`src/pucs_pkg.sv`:
```
/*
 * package for the power-up configuration sequencer: timing counts, threshold
 * decode constants, state enumeration and grouped port structs.
 * assumes a 40 MHz core clock; analog comparators live outside.
 */
package pucs_pkg;
    // ----------------------------------------------------------------
    // timing
    // ----------------------------------------------------------------
    localparam int CLK_MHZ = 40;
    localparam int POR_DELAY_US = 1000;
    localparam int PUMP_SETTLE_US = 3000;
    localparam int POR_DELAY_CYC = POR_DELAY_US * CLK_MHZ;
    localparam int PUMP_SETTLE_CYC = PUMP_SETTLE_US * CLK_MHZ;
    localparam int SELFTEST_CYC = 4;
    // ----------------------------------------------------------------
    // threshold decode, millivolts
    // ----------------------------------------------------------------
    localparam logic [12:0] OV_BASE_MV = 13'd3300;
    localparam logic [12:0] OV_STEP_MV = 13'd100;
    localparam logic [12:0] UV_BASE_MV = 13'd1600;
    localparam logic [12:0] UV_STEP_MV = 13'd200;
    localparam logic [3:0] OV_CODE_RST = 4'h0;
    localparam logic [2:0] UV_CODE_RST = 3'h0;
    localparam int NCELL = 12;

    typedef enum logic [2:0] {
        ST_OFF, ST_POR_WAIT, ST_PUMP_WAIT, ST_TOP_CHECK, ST_SELFTEST,
        ST_CELL_DET, ST_READY
    } pucs_state_t;

    // analog-side indications into the sequencer
    typedef struct packed {
        logic supply_good;      // regulated supply above por threshold
        logic stack_ok;         // stack supply sufficient
        logic upper_reg;        // upper port supply in regulation
        logic upper_droop;      // upper port supply fell ~35mV
        logic hot_trip;         // die over-temperature
        logic cooled;           // cooled 15 degrees below trip
        logic open_supply;      // supply-pin open-circuit comparator
        logic delay_expired;    // fault delay capacitor reached threshold
    } pucs_analog_t;

    typedef struct packed {
        logic regulator_en;
        logic core_reset_n;
        logic osc_en;
        logic pump_en;
        logic ready;
        logic selftest_mode;
        logic fault;
    } pucs_ctrl_t;
endpackage

```
`src/pucs_sequencer.sv`:
```
/*
 * power-up configuration sequencer: threshold code capture, reset release,
 * pump control, top check, comparator self-test, cell detection, thermal
 * shutdown and supply-open fault.
 * assumes all inputs synchronous to core_clk; rstn is the power-on reset.
 */
`timescale 1ns/1ps

// Contract
// - ov code: 3.3V plus 100mV per step
// - uv code zero disables, else 1.6V+200mV steps
// - threshold codes latched once per power-up
// - logic held reset while supply low
// - 1ms later release reset, oscillator, pump
// - 3ms settle, top check, selftest, cells, ready
// - pump standby in regulation, resume on droop
// - over-temperature shuts down until cooled 15 degrees
// - sustained supply-open after power-up raises alarm
// - regulator on only when enabled and supplied
// - power-down inactive powers up, active shuts down
// - pump drives next module's power-down input high
// - power-down removes drive to upper module
// - selftest failure alarms until power cycle
// - low cells lose undervoltage check only
// - top select sampled continuously
module pucs_sequencer import pucs_pkg::*; #(
    // settle counts; defaults are the real delays, a bench may shorten them
    parameter int POR_CYC = POR_DELAY_CYC,
    parameter int SETTLE_CYC = PUMP_SETTLE_CYC
) (
    // clock and reset
    input wire logic core_clk,
    input wire logic rstn,
    // pins
    input wire logic power_down_request_n,
    input wire logic [3:0] over_threshold_code,
    input wire logic [2:0] under_threshold_code,
    input wire logic top_device_select,
    // analog indications
    input wire pucs_analog_t analog_in,
    input wire logic [NCELL-1:0] cell_present,
    input wire logic [NCELL-1:0] ov_selftest_hit,
    // outputs
    output pucs_ctrl_t ctrl,
    output logic [12:0] ov_threshold_mv,
    output logic [12:0] uv_threshold_mv,
    output logic uv_enabled,
    output logic [NCELL-1:0] uv_cell_en,
    output logic is_top,
    output logic lower_alarm_output
);
    typedef struct packed {
        pucs_state_t st;
        logic [17:0] cnt;
        logic [3:0] ov_code;
        logic [2:0] uv_code;
        logic hot;
        logic st_fail;
        logic open_fault;
        logic pump_standby;
        logic [NCELL-1:0] uv_cell;
        logic top;
        pucs_ctrl_t ctrl;
        logic [12:0] ov_mv;
        logic [12:0] uv_mv;
        logic uv_en;
        logic alarm;
    } pucs_reg_t;

    pucs_reg_t s_r;
    pucs_reg_t s_nxt;

    // ----------------------------------------------------------------
    // decode helpers
    // ----------------------------------------------------------------
    function automatic logic [12:0] ov_mv_of(input logic [3:0] c);
        ov_mv_of = OV_BASE_MV + OV_STEP_MV * {9'h000, c};
    endfunction

    function automatic logic [12:0] uv_mv_of(input logic [2:0] c);
        // code zero returns zero, meaning undervoltage is off
        if (c == 3'h0) begin
            uv_mv_of = 13'h0000;
        end else begin
            uv_mv_of = UV_BASE_MV + UV_STEP_MV * {10'h000, c - 3'h1};
        end
    endfunction

    logic pwr_ok;
    assign pwr_ok = power_down_request_n && analog_in.stack_ok;

    // ----------------------------------------------------------------
    // next state
    // ----------------------------------------------------------------
    always_comb begin
        s_nxt = s_r;
        s_nxt.top = top_device_select; // continuous, never latched
        // thermal latch: trip sets, only a full cooldown clears
        if (analog_in.hot_trip) begin
            s_nxt.hot = 1'b1;
        end else if (analog_in.cooled) begin
            s_nxt.hot = 1'b0;
        end
        s_nxt.ctrl.regulator_en = pwr_ok && !s_nxt.hot;
        if (!pwr_ok || s_nxt.hot || !analog_in.supply_good) begin
            // shutdown drops pump drive; upper modules follow only when regulator_en drops too, not on supply_good low alone
            s_nxt.st = ST_OFF;
            s_nxt.cnt = 18'h00000;
            s_nxt.ctrl.core_reset_n = 1'b0;
            s_nxt.ctrl.osc_en = 1'b0;
            s_nxt.ctrl.pump_en = 1'b0;
            s_nxt.ctrl.ready = 1'b0;
            s_nxt.ctrl.selftest_mode = 1'b0;
            s_nxt.pump_standby = 1'b0;
            s_nxt.open_fault = 1'b0;
        end else begin
            s_nxt.cnt = s_r.cnt + 18'h00001;
            unique case (s_r.st)
                ST_OFF: begin
                    // codes captured once at the start of each power-up
                    s_nxt.ov_code = over_threshold_code;
                    s_nxt.uv_code = under_threshold_code;
                    s_nxt.st_fail = 1'b0;
                    s_nxt.st = ST_POR_WAIT;
                    s_nxt.cnt = 18'h00000;
                end
                ST_POR_WAIT: begin
                    if (s_r.cnt == 18'(POR_CYC - 1)) begin
                        s_nxt.ctrl.core_reset_n = 1'b1;
                        s_nxt.ctrl.osc_en = 1'b1;
                        s_nxt.ctrl.pump_en = 1'b1; // raises upper input
                        s_nxt.st = ST_PUMP_WAIT;
                        s_nxt.cnt = 18'h00000;
                    end
                end
                ST_PUMP_WAIT: begin
                    if (s_r.cnt == 18'(SETTLE_CYC - 1)) begin
                        s_nxt.st = ST_TOP_CHECK;
                        s_nxt.cnt = 18'h00000;
                    end
                end
                ST_TOP_CHECK: begin
                    s_nxt.st = ST_SELFTEST; // top flag already live
                    s_nxt.ctrl.selftest_mode = 1'b1;
                    s_nxt.cnt = 18'h00000;
                end
                ST_SELFTEST: begin
                    // ground reference forces every comparator to trip
                    if (s_r.cnt == 18'(SELFTEST_CYC - 1)) begin
                        s_nxt.st_fail = ~&ov_selftest_hit;
                        s_nxt.ctrl.selftest_mode = 1'b0;
                        s_nxt.st = ST_CELL_DET;
                    end
                end
                ST_CELL_DET: begin
                    // ov stays on for every cell; only uv is gated
                    s_nxt.uv_cell = cell_present;
                    s_nxt.st = ST_READY;
                    s_nxt.ctrl.ready = 1'b1;
                end
                ST_READY: begin
                    s_nxt.cnt = s_r.cnt;
                    // open-circuit needs the full fault delay to latch
                    if (analog_in.open_supply && analog_in.delay_expired) begin
                        s_nxt.open_fault = 1'b1;
                    end
                end
            endcase
            // pump standby only once running
            if (s_nxt.ctrl.osc_en) begin
                if (analog_in.upper_droop) begin
                    s_nxt.pump_standby = 1'b0;
                end else if (analog_in.upper_reg) begin
                    s_nxt.pump_standby = 1'b1;
                end
                s_nxt.ctrl.pump_en = !s_nxt.pump_standby;
            end
        end
        s_nxt.ov_mv = ov_mv_of(s_nxt.ov_code);
        s_nxt.uv_mv = uv_mv_of(s_nxt.uv_code);
        s_nxt.uv_en = (s_nxt.uv_code != 3'h0);
        // self-test fault persists until reset or power cycle
        s_nxt.ctrl.fault = s_nxt.st_fail || s_nxt.open_fault;
        s_nxt.alarm = s_nxt.ctrl.fault;
    end

    // ----------------------------------------------------------------
    // state register
    // ----------------------------------------------------------------
    always_ff @(posedge core_clk or negedge rstn) begin
        if (!rstn) begin
            s_r <= '{st: ST_OFF, cnt: 18'h00000, ov_code: OV_CODE_RST,
                     uv_code: UV_CODE_RST, ov_mv: OV_BASE_MV,
                     default: '0};
        end else begin
            s_r <= s_nxt;
        end
    end

    assign ctrl = s_r.ctrl;
    assign ov_threshold_mv = s_r.ov_mv;
    assign uv_threshold_mv = s_r.uv_mv;
    assign uv_enabled = s_r.uv_en;
    assign uv_cell_en = s_r.uv_cell;
    assign is_top = s_r.top;
    assign lower_alarm_output = s_r.alarm;

    // ----------------------------------------------------------------
    // checks
    // ----------------------------------------------------------------
    ov_decode_a: assert property (@(posedge core_clk) disable iff (!rstn)
        ov_threshold_mv == OV_BASE_MV + OV_STEP_MV * {9'h000, s_r.ov_code})
        else $error("ov threshold decode wrong");
    uv_decode_a: assert property (@(posedge core_clk) disable iff (!rstn)
        uv_enabled == (s_r.uv_code != 3'h0))
        else $error("uv enable decode wrong");
    code_hold_a: assert property (@(posedge core_clk) disable iff (!rstn)
        s_r.st != ST_OFF |=> $stable(s_r.ov_code) || $past(s_r.st) == ST_OFF)
        else $error("threshold code changed after capture");
    reset_hold_a: assert property (@(posedge core_clk) disable iff (!rstn)
        !analog_in.supply_good |=> !ctrl.core_reset_n && !ctrl.ready)
        else $error("reset not held on low supply");
    por_release_a: assert property (@(posedge core_clk) disable iff (!rstn)
        s_r.st == ST_POR_WAIT && $past(s_r.st) == ST_OFF |-> !ctrl.osc_en)
        else $error("oscillator started early");
    ready_order_a: assert property (@(posedge core_clk) disable iff (!rstn)
        $rose(ctrl.ready) |-> $past(s_r.st) == ST_CELL_DET)
        else $error("ready before cell detection");
    thermal_off_a: assert property (@(posedge core_clk) disable iff (!rstn)
        analog_in.hot_trip |=> !ctrl.regulator_en)
        else $error("regulator on while hot");
    power_down_request_n_off_a: assert property (@(posedge core_clk) disable iff (!rstn)
        !power_down_request_n |=> !ctrl.regulator_en && !ctrl.pump_en)
        else $error("still powered in shutdown");
    st_fault_a: assert property (@(posedge core_clk) disable iff (!rstn)
        s_r.st_fail |-> lower_alarm_output)
        else $error("selftest fault not alarmed");
    top_live_a: assert property (@(posedge core_clk) disable iff (!rstn)
        $past(rstn) |-> is_top == $past(top_device_select))
        else $error("top select not tracked");
endmodule

```
`config.mk`:
```
export PLATFORM = sky130hd
export DESIGN_NAME = pucs_sequencer
export DESIGN_NICKNAME = d
export VERILOG_FILES = /design/src/pucs_pkg.sv /design/src/pucs_sequencer.sv
export SDC_FILE = /design/constraint.sdc
export NUM_CORES = 1
export LEC_CHECK = 0
export BUFFER_PORTS_ARGS = -buffer_cell sky130_fd_sc_hd__buf_4
export CORE_MARGIN = 1
export CORE_UTILIZATION = 35
export DETAILED_ROUTE_END_ITERATION = 10
export PLACE_DENSITY_LB_ADDON = 0.12
export REMOVE_ABC_BUFFERS = 1
export SLEW_MARGIN = 20
export SYNTH_ARGS = -nofsm -noshare
export SYNTH_HDL_FRONTEND = slang
export SYNTH_SLANG_ARGS = --single-unit
```
`constraint.sdc`:
```
create_clock -name core_clk -period 4.1 [get_ports core_clk]
set_clock_uncertainty 0.15 [all_clocks]
set_input_delay 0 -clock core_clk [delete_from_list [all_inputs] [get_ports core_clk]]
set_output_delay 0 -clock core_clk [all_outputs]
set_load 0.1 [all_outputs]
```
==> flow_metrics.py <==
metrics = {
    "synthesis": {
        "synth_edf_count": 0,
        "netlist_instances": 385,
        "avgSynthCellArea_um2": 10.2,
        "ys_warn_count": 0,
        "synth.distinct_cells": 57,
        "synth-async-reset-ratio_pct": 100,
        "ys_ff_latch": 71,
        "synth_area_um2": 3930,
        "yosys_most_used_dff": "dfrtp_1",
        "ys_seq_area_share_pct": 45.4,
    },
    "global_routing": {
        "grt_max_degree": 72,
        "grt_use_total_pct": 16.0,
        "grt_pass1_vias": 3010,
        "grt_pass1_wl_um": 14400,
        "overflow": 0,
        "antenna_found_initial": 0,
    },
    "final_layout": {
        "layout-drive-gt1-share_pct": 28.1,
        "fin_util_pct": 45.4,
        "final-instance-count-excl-fill": 610,
        "final_common_cell": "buf_4",
        "area_growth_pct": 25.8,
        "final_cell_mix": "88 x buf_4, 65 x dfrtp_1, 42 x nor2_1",
        "fill_cells": 1025,
        "diodes": 0,
        "final_nets": 527,
    },
    "timing": {
        "rsz0062_at_grt": "no",
        "slew_headroom_pct": 38.3,
        "setup_violations": 0,
        "slew_violations": 0,
        "period_minus_slack_ps": 3630,
        "setup_tns_ps": 0,
        "hold-worst-slack_ps": 141,
        "max_freq_ghz": 0.276,
        "hold_viol": 0,
        "timing.final.crit_share_pct": 88.5,
        "tightest_slew_ps": 925,
    },
    "cts": {
        "path_clk_slew_ps": 90,
        "tritoncts.num_buffers": 9,
        "cts_setup_buffers": 0,
        "cts_resized": 0,
        "cts.sinks": 71,
        "htree_levels": 3,
        "hold_buffers": 30,
        "clk_path_buf_depth": 2,
        "clockRootBuffer": "clkbuf_8",
        "clk_latency_ps": 360,
        "cts_tree": "yes",
    },
    "detailed_routing": {
        "route.met3.wl_um": 298,
        "maxUsedRoutingLayer": "met4",
        "wl_um": 8570,
        "wl_met1_um": 3990,
        "dr.pass1.iters": 4,
        "num_vias": 2929,
        "wl_met2_um": 4130,
        "antenna_left": 0,
        "drc": 0,
        "via_per_inst": 4.80,
        "avgRoutedWirePerCell_um": 14.1,
        "drt_iter0_markers": 136,
    },
    "power_and_ir_drop": {
        "seq_power_share_pct": 29.4,
        "p_per_area_nw_per_um2": 594,
        "power_uw": 2940,
        "power_frac_clock_pct": 22.4,
        "switching_share_pct": 46.8,
        "p_sw_uw": 1370,
        "leakage_uw": 0.00229,
        "ir_worst_vdd_mv": 0.516,
        "power.internal_uw": 1560,
        "p_comb_share_pct": 48.2,
    },
    "outcome": {
        "status": "finished clean",
    },
    "critical_path": {
        "critical_path_required_ps": 4220,
        "cp-start-kind": "flop",
        "cp-end-kind": "flop",
        "crit_type": "flop to flop",
        "arrival_ps": 3750,
        "crit_fanout": 11,
    },
    "die": {
        "dieArea_um2": 11700,
        "die_h_um": 108,
        "ios": 91,
        "fp-row-count": 38,
        "core_um2": 10900,
        "die_x_um": 108,
        "start_util_pct": 36.1,
    },
    "placement": {
        "portBuffers": 84,
        "place.gp.congestion": 0.775,
        "dpl.cell_count": 564,
        "dp_hpwl_um": 5940,
    },
    "worst_hold_path": {
        "hp-class": "primary input to async pin",
    },
    "job": {
        "cap_viol_max_count": 0,
    },
}
## area by class of cell
cell class	count	area, um^2	area share, %
Sequential cell	71	1780	36.1
Multi-Input combinational cell	248	1730	35.0
Timing Repair Buffer	118	961	19.4
Tap cell	140	175	3.54
Clock buffer	10	138	2.78
Clock inverter	6	92.6	1.87
Inverter	17	63.8	1.29
## flip-flops by register name, indices dropped and copies added (netlist names)
signal and flops:
uv_threshold_mv 7, uv_enabled 1, ctrl 6, s_r 32, uv_cell_en 12, lower_alarm_output 1
is_top 1, ov_threshold_mv 11
## cell families (layout without fill, tap and decap cells)
family | count (synthesis) | after routing | synth area share, %
and+or+nand+nor | 127 | 127 | 16.8
adders and majority gates | 19 | 19 | 6.24
muxes | 22 | 22 | 6.14
buffers and inverters | 71 | 151 | 11.1
DFF | 71 | 71 | 45.4
AOI/OAI and AO/OA | 50 | 50 | 8.88
other | 1 | 6 | 0.0954
xor gates and xnor gates | 24 | 24 | 5.35
## routing by layer
| layer | GRT usage (%) | vias up |
|---|---|---|
| met1 | 20.7 | 1409 |
| met2 | 26.2 | 63 |
| met4 | 6.36 | 0 |
| met3 | 3.38 | 13 |
| met5 | 0 | - |
| li1 | - | 1444 |
## synth_stat cells (all sizes together), types with 8 or more instances
cell type | count | area (um^2)
a21oi | 12 | 60.1
buf | 46 | 342
clkbuf | 8 | 30.0
dfrtp | 65 | 1630
ha | 18 | 225
inv | 17 | 63.8
mux2 | 17 | 191
nand2 | 22 | 82.6
nand3 | 12 | 60.1
nor2 | 42 | 158
nor3 | 8 | 40.0
o21ai | 9 | 48.8
xnor2 | 14 | 123
xor2 | 10 | 87.6
## worst max-delay path, stage by stage (launching register included)
cell and delay (ps):
dfrtp_1 500, or3_1 440, nor4_4 290, mux2_2 440, ha_1 310, ha_1 160
inv_1 60, fa_1 540, nand2_1 110, a21oi_1 160, mux2i_1 230, xnor2_1 150
## power by group through the flow
stage / Combinational, uW / Sequential [uW] / Clock [uW]
2_1_floorplan: 415 / 1570 / 0
3_3_place_gp: 1390 / 877 / 0
3_5_place_dp: 1390 / 874 / 0
4_1_cts: 1420 / 866 / 679
5_1_grt: 1500 / 880 / 703
6_report: 1420 / 864 / 658
## final timing paths
check,startpoint,end,slack (ps),cells past startpoint
setup / recovery,s_r[78]$_DFFE_PN0P_,ov_threshold_mv[9]$_DFF_PN0_,470,11
hold / removal,rstn,lower_alarm_output$_DFF_PN0_,140,2
setup reg to reg,s_r[78]$_DFFE_PN0P_,ov_threshold_mv[9]$_DFF_PN0_,470,11
hold reg to reg,ctrl[2]$_DFFE_PN0P_,ctrl[2]$_DFFE_PN0P_,360,2
max in group asynchronous,rstn,s_r[65]$_DFFE_PN0P_,3030,2
min in group core_clk,top_device_select,is_top$_DFF_PN0_,140,2
## through the flow
stage | setup WS [ps] | area (um^2)
finish | 473 | 4940
global route | 136 | 4940
CTS | 453 | 4940
detailed placement | 472 | 4410
global placement | 550 | 4410
floorplan | 497 | 3580
No activity file was read; power rests on OpenSTA's default activity.
